$ cat src/rtl/callerid_pkg.sv
`default_nettype none
package callerid_pkg;
  // --------------------------------------------------------------------------
  // timing
  // --------------------------------------------------------------------------
  localparam int clock_hz = 125000000;
  localparam real guard_tick_ms = 0.858;
  localparam int guard_tick_cycles = int'(guard_tick_ms * clock_hz / 1000.0);
  localparam real carrier_hyst_ms = 8.0;
  localparam int carrier_hyst_cycles = int'(carrier_hyst_ms * clock_hz / 1000.0);
  localparam int fsk_baud = 1200;
  localparam int fsk_bit_cycles = clock_hz / fsk_baud;
  localparam int fsk_byte_bits = 8;

  // --------------------------------------------------------------------------
  // internal register indices
  // --------------------------------------------------------------------------
  localparam logic [2:0] idx_row_tolerance_cfg = 3'h0;
  localparam logic [2:0] idx_col_tolerance_mode_cfg = 3'h1;
  localparam logic [2:0] idx_alert_fsk_gain_cfg = 3'h2;
  localparam logic [2:0] idx_digit_gain_cfg = 3'h3;
  localparam logic [2:0] idx_alert_digit_hyst_cfg = 3'h4;
  localparam logic [2:0] idx_fsk_hyst_filter_cfg = 3'h5;
  localparam int index_strobe_bit = 4;
  localparam int tone_mode_bit = 4;
  localparam int pt_restart_bit = 5;
  localparam int at_pause_bit = 6;
  localparam int tol_msb = 3;

  // --------------------------------------------------------------------------
  // reset values
  // --------------------------------------------------------------------------
  localparam logic [7:0] cfg_reset = 8'h00;
  localparam logic [7:0] guard_time_reset = 8'hff;

  // --------------------------------------------------------------------------
  // grouped signals
  // --------------------------------------------------------------------------
  typedef struct packed {
    logic alert_raw_detect;
    logic digit_raw_detect;
    logic [3:0] digit_code;
    logic [3:0] freq_pair;
    logic high_band;
    logic low_band;
    logic fsk_band;
    logic demod_bit;
    logic demod_strobe;
  } front_end_type;

  typedef struct packed {
    logic [7:0] row_tolerance_cfg;
    logic [7:0] col_tolerance_mode_cfg;
    logic [7:0] alert_fsk_gain_cfg;
    logic [7:0] digit_gain_cfg;
    logic [7:0] alert_digit_hyst_cfg;
    logic [7:0] fsk_hyst_filter_cfg;
  } internal_cfg_type;

  typedef struct packed {
    logic [7:0] present_time;
    logic [7:0] absent_time;
    logic [7:0] count;
    logic qualified;
    logic counting;
    logic raw_d;
  } guard_type;
endpackage : callerid_pkg
`default_nettype wire

$ cat src/rtl/caller_id_detect_backend.sv
// Function
// - guard timer ticks every 0.858 ms for present and absent timing
// - raw alert rise clears timer; at present-time match, qualified alert rises
// - raw alert fall runs same timing against absent-time, then alert drops
// - qualified alert is hardware driven; its rise sets sticky alert flag
// - alert flag lives in flag register and raises common caller-ID flag
// - digit detection uses same guard procedure with own present/absent times
// - recognized digit raises digit-valid and stores code in bits 3:0
// - digit-valid rise sets sticky digit flag until software clears it
// - tone mode shows high/low group presence bits immediately
// - carrier detect rises after 8 ms present, falls after 8 ms absent
// - demodulated bits shown as serial bit with 1200 baud bit clock
// - each full byte goes to byte register and raises byte-ready
// - byte-ready rise sets sticky byte flag; software clears it
// - index bit 4 rising latches data into internal register at 3-bit index
// - indices 0..5 select the six internal configuration registers
// - row tolerance in bits 3:0 of register 0, upper bits zero
// - column tolerance in bits 3:0 of register 1
// - register 1 bit 5 set restarts present count on frequency change
// - register 1 bit 6 chooses absent count down or pause on reappearance
// - global enable gates fsk, alert and digit; each has own enable
`default_nettype none
module caller_id_detect_backend #(
  parameter int tick_cycles = callerid_pkg::guard_tick_cycles,
  parameter int carrier_cycles = callerid_pkg::carrier_hyst_cycles,
  parameter int bit_cycles = callerid_pkg::fsk_bit_cycles
) (
  input wire logic clock,
  input wire logic reset,
  input wire callerid_pkg::front_end_type front_end,
  input wire logic callerid_global_enable,
  input wire logic demod_enable,
  input wire logic alert_enable,
  input wire logic digit_receiver_enable,
  input wire logic [7:0] alert_present_time,
  input wire logic [7:0] alert_absent_time,
  input wire logic [7:0] digit_present_time,
  input wire logic [7:0] digit_absent_time,
  input wire logic [7:0] gain_write_data,
  input wire logic [7:0] gain_write_index,
  input wire logic [3:0] flag_clear,
  output logic [3:0] callerid_flag_reg,
  output logic callerid_common_flag,
  output logic alert_qualified,
  output logic digit_valid,
  output logic [7:0] digit_result,
  output logic carrier_detect,
  output logic demod_serial_bit,
  output logic demod_bit_clock,
  output logic byte_ready,
  output logic [7:0] fsk_rx_byte,
  output callerid_pkg::internal_cfg_type internal_cfg
);

  // --------------------------------------------------------------------------
  // state
  // --------------------------------------------------------------------------
  typedef struct packed {
    logic [31:0] tick_count;
    callerid_pkg::guard_type alert_g;
    callerid_pkg::guard_type digit_g;
    logic [3:0] freq_pair_d;
    logic digit_valid_d;
    logic [7:0] digit_result;
    logic [31:0] carrier_count;
    logic carrier_detect;
    logic [31:0] bit_count;
    logic demod_bit_clock;
    logic demod_serial_bit;
    logic [7:0] shift;
    logic [3:0] bit_index;
    logic [7:0] fsk_rx_byte;
    logic byte_ready;
    logic byte_ready_d;
    logic [3:0] flags;
    logic common_flag;
    logic strobe_d;
    callerid_pkg::internal_cfg_type cfg;
  } state_type;

  state_type state_reg;
  state_type state_next;
  logic tick;
  logic alert_on;
  logic fsk_on;
  logic digit_on;
  logic tone_mode;
  logic pair_changed;
  logic [3:0] flag_set;
  logic [2:0] write_index;

  // --------------------------------------------------------------------------
  // combinational update
  // --------------------------------------------------------------------------
  always_comb
  begin
    state_next = state_reg;
    alert_on = callerid_global_enable && alert_enable;
    fsk_on = callerid_global_enable && demod_enable;
    digit_on = callerid_global_enable && digit_receiver_enable;
    tone_mode = state_reg.cfg.col_tolerance_mode_cfg[callerid_pkg::tone_mode_bit];
    pair_changed = front_end.freq_pair != state_reg.freq_pair_d;
    flag_set = 4'h0;
    write_index = gain_write_index[2:0];

    // --------------------------------------------------------------------------
    // guard tick
    // --------------------------------------------------------------------------
    // one prescaler serves both timers, so the first tick after an edge lands 1 to tick_cycles cycles later
    tick = state_reg.tick_count >= 32'(tick_cycles - 1);
    state_next.tick_count = tick ? 32'h0 : state_reg.tick_count + 32'h1;

    // --------------------------------------------------------------------------
    // alert guard timer
    // --------------------------------------------------------------------------
    state_next.alert_g.present_time = alert_present_time;
    state_next.alert_g.absent_time = alert_absent_time;
    state_next.alert_g.raw_d = alert_on && front_end.alert_raw_detect;
    if (state_next.alert_g.raw_d != state_reg.alert_g.raw_d)
    begin
      state_next.alert_g.count = 8'h00;
      state_next.alert_g.counting = 1'b1;
    end
    else if (state_reg.alert_g.counting)
    begin
      if (state_reg.alert_g.count == (state_reg.alert_g.raw_d ? alert_present_time : alert_absent_time))
      begin
        state_next.alert_g.counting = 1'b0;
        state_next.alert_g.qualified = state_reg.alert_g.raw_d;
      end
      else if (tick)
        state_next.alert_g.count = state_reg.alert_g.count + 8'h01;
    end
    if (state_next.alert_g.qualified && !state_reg.alert_g.qualified)
      flag_set[1] = 1'b1;

    // --------------------------------------------------------------------------
    // digit guard timer
    // --------------------------------------------------------------------------
    state_next.freq_pair_d = front_end.freq_pair;
    state_next.digit_g.present_time = digit_present_time;
    state_next.digit_g.absent_time = digit_absent_time;
    state_next.digit_g.raw_d = digit_on && !tone_mode && front_end.digit_raw_detect;
    if (state_next.digit_g.raw_d && !state_reg.digit_g.raw_d && !state_reg.digit_g.qualified)
    begin
      state_next.digit_g.count = 8'h00;
      state_next.digit_g.counting = 1'b1;
    end
    // a fall during absent timing resumes the running count instead of restarting it
    else if (!state_next.digit_g.raw_d && state_reg.digit_g.raw_d && state_reg.digit_g.qualified
      && !state_reg.digit_g.counting)
    begin
      state_next.digit_g.count = 8'h00;
      state_next.digit_g.counting = 1'b1;
    end
    else if (state_reg.digit_g.counting)
    begin
      if (!state_reg.digit_g.qualified)
      begin
        if (!state_reg.digit_g.raw_d)
          state_next.digit_g.counting = 1'b0;
        else if (pair_changed && state_reg.cfg.col_tolerance_mode_cfg[callerid_pkg::pt_restart_bit])
          state_next.digit_g.count = 8'h00;
        else if (state_reg.digit_g.count == digit_present_time)
        begin
          state_next.digit_g.counting = 1'b0;
          state_next.digit_g.qualified = 1'b1;
          state_next.digit_result[3:0] = front_end.digit_code;
        end
        else if (tick)
          state_next.digit_g.count = state_reg.digit_g.count + 8'h01;
      end
      else
      begin
        if (state_reg.digit_g.raw_d)
        begin
          // digit reappeared during absent timing
          if (state_reg.cfg.col_tolerance_mode_cfg[callerid_pkg::at_pause_bit])
            state_next.digit_g.count = state_reg.digit_g.count;
          else if (tick && state_reg.digit_g.count != 8'h00)
            state_next.digit_g.count = state_reg.digit_g.count - 8'h01;
        end
        else if (state_reg.digit_g.count == digit_absent_time)
        begin
          state_next.digit_g.counting = 1'b0;
          state_next.digit_g.qualified = 1'b0;
        end
        else if (tick)
          state_next.digit_g.count = state_reg.digit_g.count + 8'h01;
      end
    end
    if (!digit_on)
    begin
      state_next.digit_g.qualified = 1'b0;
      state_next.digit_g.counting = 1'b0;
    end
    state_next.digit_valid_d = state_reg.digit_g.qualified;
    if (state_reg.digit_g.qualified && !state_reg.digit_valid_d)
      flag_set[2] = 1'b1;

    // --------------------------------------------------------------------------
    // tone detector presence bits
    // --------------------------------------------------------------------------
    state_next.digit_result[5] = digit_on && tone_mode && front_end.high_band;
    state_next.digit_result[4] = digit_on && tone_mode && front_end.low_band;
    state_next.digit_result[7:6] = 2'h0;

    // --------------------------------------------------------------------------
    // carrier detect hysteresis
    // --------------------------------------------------------------------------
    if ((fsk_on && front_end.fsk_band) == state_reg.carrier_detect)
      state_next.carrier_count = 32'h0;
    else if (state_reg.carrier_count >= 32'(carrier_cycles - 1))
    begin
      state_next.carrier_count = 32'h0;
      state_next.carrier_detect = !state_reg.carrier_detect;
    end
    else
      state_next.carrier_count = state_reg.carrier_count + 32'h1;

    // --------------------------------------------------------------------------
    // fsk bit clock and deserializer
    // --------------------------------------------------------------------------
    state_next.byte_ready = 1'b0;
    state_next.byte_ready_d = state_reg.byte_ready;
    if (!fsk_on)
    begin
      state_next.bit_count = 32'h0;
      state_next.demod_bit_clock = 1'b0;
      state_next.bit_index = 4'h0;
    end
    else if (front_end.demod_strobe)
    begin
      state_next.bit_count = 32'h0;
      state_next.demod_bit_clock = 1'b1;
      state_next.demod_serial_bit = front_end.demod_bit;
      state_next.shift = {front_end.demod_bit, state_reg.shift[7:1]};
      if (state_reg.bit_index == 4'(callerid_pkg::fsk_byte_bits - 1))
      begin
        state_next.bit_index = 4'h0;
        state_next.fsk_rx_byte = {front_end.demod_bit, state_reg.shift[7:1]};
        state_next.byte_ready = 1'b1;
      end
      else
        state_next.bit_index = state_reg.bit_index + 4'h1;
    end
    else if (state_reg.bit_count >= 32'(bit_cycles / 2 - 1))
      state_next.demod_bit_clock = 1'b0;
    else
      state_next.bit_count = state_reg.bit_count + 32'h1;
    if (state_reg.byte_ready && !state_reg.byte_ready_d)
      flag_set[3] = 1'b1;

    // --------------------------------------------------------------------------
    // sticky flags: set wins over clear
    // --------------------------------------------------------------------------
    state_next.flags = (state_reg.flags & ~flag_clear) | flag_set;
    state_next.common_flag = (state_reg.common_flag & ~flag_clear[0]) | (|flag_set);

    // --------------------------------------------------------------------------
    // indirect internal register write
    // --------------------------------------------------------------------------
    state_next.strobe_d = gain_write_index[callerid_pkg::index_strobe_bit];
    if (gain_write_index[callerid_pkg::index_strobe_bit] && !state_reg.strobe_d)
    begin
      case (write_index)
        callerid_pkg::idx_row_tolerance_cfg:
          state_next.cfg.row_tolerance_cfg = {4'h0, gain_write_data[callerid_pkg::tol_msb:0]};
        callerid_pkg::idx_col_tolerance_mode_cfg:
          state_next.cfg.col_tolerance_mode_cfg = gain_write_data;
        callerid_pkg::idx_alert_fsk_gain_cfg:
          state_next.cfg.alert_fsk_gain_cfg = gain_write_data;
        callerid_pkg::idx_digit_gain_cfg:
          state_next.cfg.digit_gain_cfg = gain_write_data;
        callerid_pkg::idx_alert_digit_hyst_cfg:
          state_next.cfg.alert_digit_hyst_cfg = gain_write_data;
        callerid_pkg::idx_fsk_hyst_filter_cfg:
          state_next.cfg.fsk_hyst_filter_cfg = gain_write_data;
        default:
          state_next.cfg = state_reg.cfg;
      endcase
    end
  end

  // --------------------------------------------------------------------------
  // registers
  // --------------------------------------------------------------------------
  always_ff @(posedge clock)
  begin
    if (reset)
    begin
      state_reg <= '0;
      state_reg.alert_g.present_time <= callerid_pkg::guard_time_reset;
      state_reg.alert_g.absent_time <= callerid_pkg::guard_time_reset;
      state_reg.digit_g.present_time <= callerid_pkg::guard_time_reset;
      state_reg.digit_g.absent_time <= callerid_pkg::guard_time_reset;
      state_reg.cfg <= {6{callerid_pkg::cfg_reset}};
      // history starts high so a strobe bit already set at release does not write
      state_reg.strobe_d <= 1'b1;
    end
    else
      state_reg <= state_next;
  end

  // --------------------------------------------------------------------------
  // outputs
  // --------------------------------------------------------------------------
  assign callerid_flag_reg = state_reg.flags;
  assign callerid_common_flag = state_reg.common_flag;
  assign alert_qualified = state_reg.alert_g.qualified;
  assign digit_valid = state_reg.digit_g.qualified;
  assign digit_result = state_reg.digit_result;
  assign carrier_detect = state_reg.carrier_detect;
  assign demod_serial_bit = state_reg.demod_serial_bit;
  assign demod_bit_clock = state_reg.demod_bit_clock;
  assign byte_ready = state_reg.byte_ready;
  assign fsk_rx_byte = state_reg.fsk_rx_byte;
  assign internal_cfg = state_reg.cfg;

endmodule : caller_id_detect_backend
`default_nettype wire

$ cat config.mk
export PLATFORM = sky130hd
export DESIGN_NAME = caller_id_detect_backend
export DESIGN_NICKNAME = d
export VERILOG_FILES = /design/src/rtl/callerid_pkg.sv /design/src/rtl/caller_id_detect_backend.sv
export SDC_FILE = /design/constraint.sdc
export NUM_CORES = 1
export LEC_CHECK = 0
export BUFFER_PORTS_ARGS = -buffer_cell sky130_fd_sc_hd__buf_2
export CORE_ASPECT_RATIO = 0.7
export CORE_MARGIN = 4
export CORE_UTILIZATION = 60
export DETAILED_ROUTE_END_ITERATION = 7
export PLACE_DENSITY = 0.93
export SYNTH_ARGS = -nofsm -noshare
export SYNTH_HDL_FRONTEND = slang
export SYNTH_SLANG_ARGS = --single-unit
export TNS_END_PERCENT = 100
$ cat constraint.sdc
create_clock -name clock -period 3.29 [get_ports clock]
set_input_delay 0.1645 -clock clock [delete_from_list [all_inputs] [get_ports clock]]
set_output_delay 0.1645 -clock clock [all_outputs]
set_load 0.01 [all_outputs]
==> impl_results.md <==
- Crit Reg-Reg Endpoint: state_reg[166]$_SDFFE_PP0P_
- Core ar.: 14100 µm²
- Leak: 0.004243 µW
- Hold Path Class: in2reg
- RR Startpoint: state_reg[230]$_SDFF_PP0_
- Max cap viols: 0
- Layout cells sized above 1: ~18%
- Seq/Total Area, Yosys: 46.22%
- Clk slew on worst S/H paths: 0.07 ns
- Io pins: 148
- Share of flip-flops with an asynchronous set or reset: 0%
- # diodes: 0
- Yosys reg bits: 202
- Initial antenna violation count: 1
- Hold Path Origin: gain_write_data[4]
- Largest net degree at the start of global routing: between 60 and 70
- Grt total ovfl: 0
- Die Wd: between 150 and 200 µm
- Tcrit/Tclk final: 85.42%
- Nets: around 1100
- PwrDens: around 500 nW/µm²
- Top cells by area, synth: dfxtp_1 46%, mux2i_1 8.1%, nor2_1 6.2%
- Wire length per cell: ~16 µm
- Setup TNS: 0 ns
- Count of final hold-check violations: 0
- Worst hold slack: 0.01649 ns
- Syn Inst Count: 929
- Most common cell in the synthesized netlist: dfxtp_1
- Die Y-Extent: about 110 µm
- Max VDD drop: 0.0004565 V
- Worst Setup End Kind: register
- Clock Skews: 0.01973 ns
- Initial Util: 62.05%
- Power share of the combinational group: 4.0%
- Net Sw Power: 1039 µW
- Commonest cells post-synth: 202 x dfxtp_1, 145 x nor2_1, 71 x mux2i_1
- CTS sink cnt: a little over 200
- Clk_lat worst skew: 0.49 ns
- Int Pwr: 3902 µW
- Post-Syn Area: 8748 µm²
- Post-route ant nets: 0
- First-pass GRT wire length: 32100 µm
- Util after Layout: 70.95%
- Fill count: 984
- # port buffers: roughly 140
- Flop pwr share: 50.4%
- H-tree levels: 1
- Final setup violation count: 0
- CP startpoint kind: register
- DP Wirelength: approximately 13000 µm
- Reg2reg path depth: 7
- Die ar.: 16610 µm²
- Vias: around 6800
- Hold path depth: 3
- Fmax: 355.8 MHz
- Max reg flops: 133
- Sw Ratio: 21.04%
- GRT Overall Usage: a little under a quarter
- Num rows: 36
- Hold Path End: internal_cfg[36]$_SDFFE_PP0P_
- P&R area growth vs syn: 14.34%
- Post-synth top area cell: dfxtp_1
- Critical Path RT: about 3.6 ns
- Post-DR vias/cell: 5.456
- Hold-fix buffers, CTS: 18
- Worst-path fanout max: 11
- Tmin final: 2.810 ns
- Syn avg cell area: roughly 9.4 µm²
- Worst Setup Path Type: reg2reg
- Clk pwr share: 45.6%
- Status: complete, no violations
- Post-synth EDFFs: 0
- Synth Flop Type: dfxtp_1
- TritonCTS buffer count: 19
- Critical path arrival: around 3.2 ns
- Slew Limit Headroom: approximately 44%
- Gp weighted congestion: 0.8971
- RSZ-0062 raised after global routing: no
- Max Slew Vio Count: 0
- Synth top area share: 46.22%
- Pre-antenna DRT Iters: 5
- CTS tree: yes
- Initial DRC Count: 591
- Drt total wl: 19490 µm
- Cts repair resizes: 0
- Postcts setup bufs: 0
- Clock Tree Buf Depth: 3
- Slew of the pin with the lowest slew margin: ~0.84 ns
- Yosys cell types: 65
- Worst reg-to-reg setup slack: 0.48 ns
- Residual DRC: 0
- Vias in the first global route: 6595
- CTS root buf: clkbuf_16
- Synth warn: 0
worst max path at each step:
stage	from	to	slack, ns	depth (start not counted)
finish	state_reg[230]$_SDFF_PP0_	state_reg[166]$_SDFFE_PP0P_	0.48	7
global route	state_reg[230]$_SDFF_PP0_	state_reg[164]$_SDFFE_PP0P_	0.38	8
CTS	state_reg[111]$_SDFF_PP0_	state_reg[125]$_SDFF_PP0_	0.70	8
detailed placement	state_reg[111]$_SDFF_PP0_	state_reg[115]$_SDFF_PP0_	0.72	8
global placement	state_reg[111]$_SDFF_PP0_	state_reg[114]$_SDFF_PP0_	0.80	8
floorplan	state_reg[78]$_SDFFE_PP0N_	state_reg[81]$_SDFFE_PP0N_	1.04	10
worst max-delay path, cell delays in order, from the launching register on:
cell	delay, ns
dfxtp_1	0.29
or4_1	0.53
nor4_1	0.27
and3_1	0.47
a221oi_2	0.15
o21bai_2	0.42
a21oi_1	0.09
a2111oi_1	0.45
cells in the final DEF (no fill, tap or decap), types with 7 or more instances in the layout:
cell	instances
nor2b_1	8
nand2_1	46
dfxtp_1	202
and2_1	17
a21oi_1	29
nand4_1	18
ha_1	11
mux2i_1	71
o211ai_1	7
xor2_1	49
o21ai_0	7
clkbuf_16	19
and3_1	15
a211oi_1	7
nand2b_1	8
buf_4	9
buf_2	137
dlygate4sd3_1	18
xnor2_1	33
inv_1	21
nor2_1	145
conb_1	33
nand3_1	24
nor4_1	15
and4_1	7
routing by layer:
layer / part of all wire (%) / GRT usage, % / vias to the layer above
met3: 7.6 / 5.553 / 57
li1: - / - / 3291
met5: 0 / 0 / -
met1: 43 / 29.97 / 3153
met2: 46 / 38.12 / 275
met4: 3.2 / 7.441 / 0
area by class of cell:
| type | count | area, µm² | share of cell area (%) |
|---|---|---|---|
| Clock buffer | 23 | 510.5 | 5.103 |
| Tap cell | 190 | 237.7 | 2.376 |
| Timing Repair Buffer | 164 | 933.4 | 9.331 |
| Sequential cell | 202 | 4044 | 40.43 |
| Clock inverter | 9 | 122.6 | 1.226 |
| Multi-Input combinational cell | 633 | 4076 | 40.75 |
| Inverter | 21 | 78.83 | 0.7880 |
per-stage QoR:
stage / power [µW] / worst slack [ns] / instances / area [µm²]
after floorplan: 2648 / 1.042 / 961 / 8869
after global placement: 2711 / 0.8018 / 1192 / 9190
after global routing: 5084 / 0.3822 / 1242 / 10000
final: 4941 / 0.4798 / 1242 / 10000
after detailed placement: 2718 / 0.7216 / 1192 / 9190
after CTS: 4947 / 0.6982 / 1242 / 10000
kinds of logic after synthesis:
group | synth area share (%)
AOI/OAI and AO/OA | 7.437
xor gates and xnor gates | 8.209
adders and majority gates | 1.573
buffers and inverters | 8.553
DFF | 46.22
muxes | 8.124
other | 0.04287
and+or+nand+nor | 19.84
power groups by stage:
| stage | Clock (µW) | Combinational (µW) | Sequential, µW |
|---|---|---|---|
| 2_1_floorplan | 0 | 108 | 2540 |
| 3_3_place_gp | 0 | 168 | 2540 |
| 3_5_place_dp | 0 | 173 | 2550 |
| 4_1_cts | 2270 | 191 | 2490 |
| 5_1_grt | 2380 | 215 | 2490 |
| 6_report | 2250 | 195 | 2490 |
No activity file was read; power rests on OpenSTA's default activity.
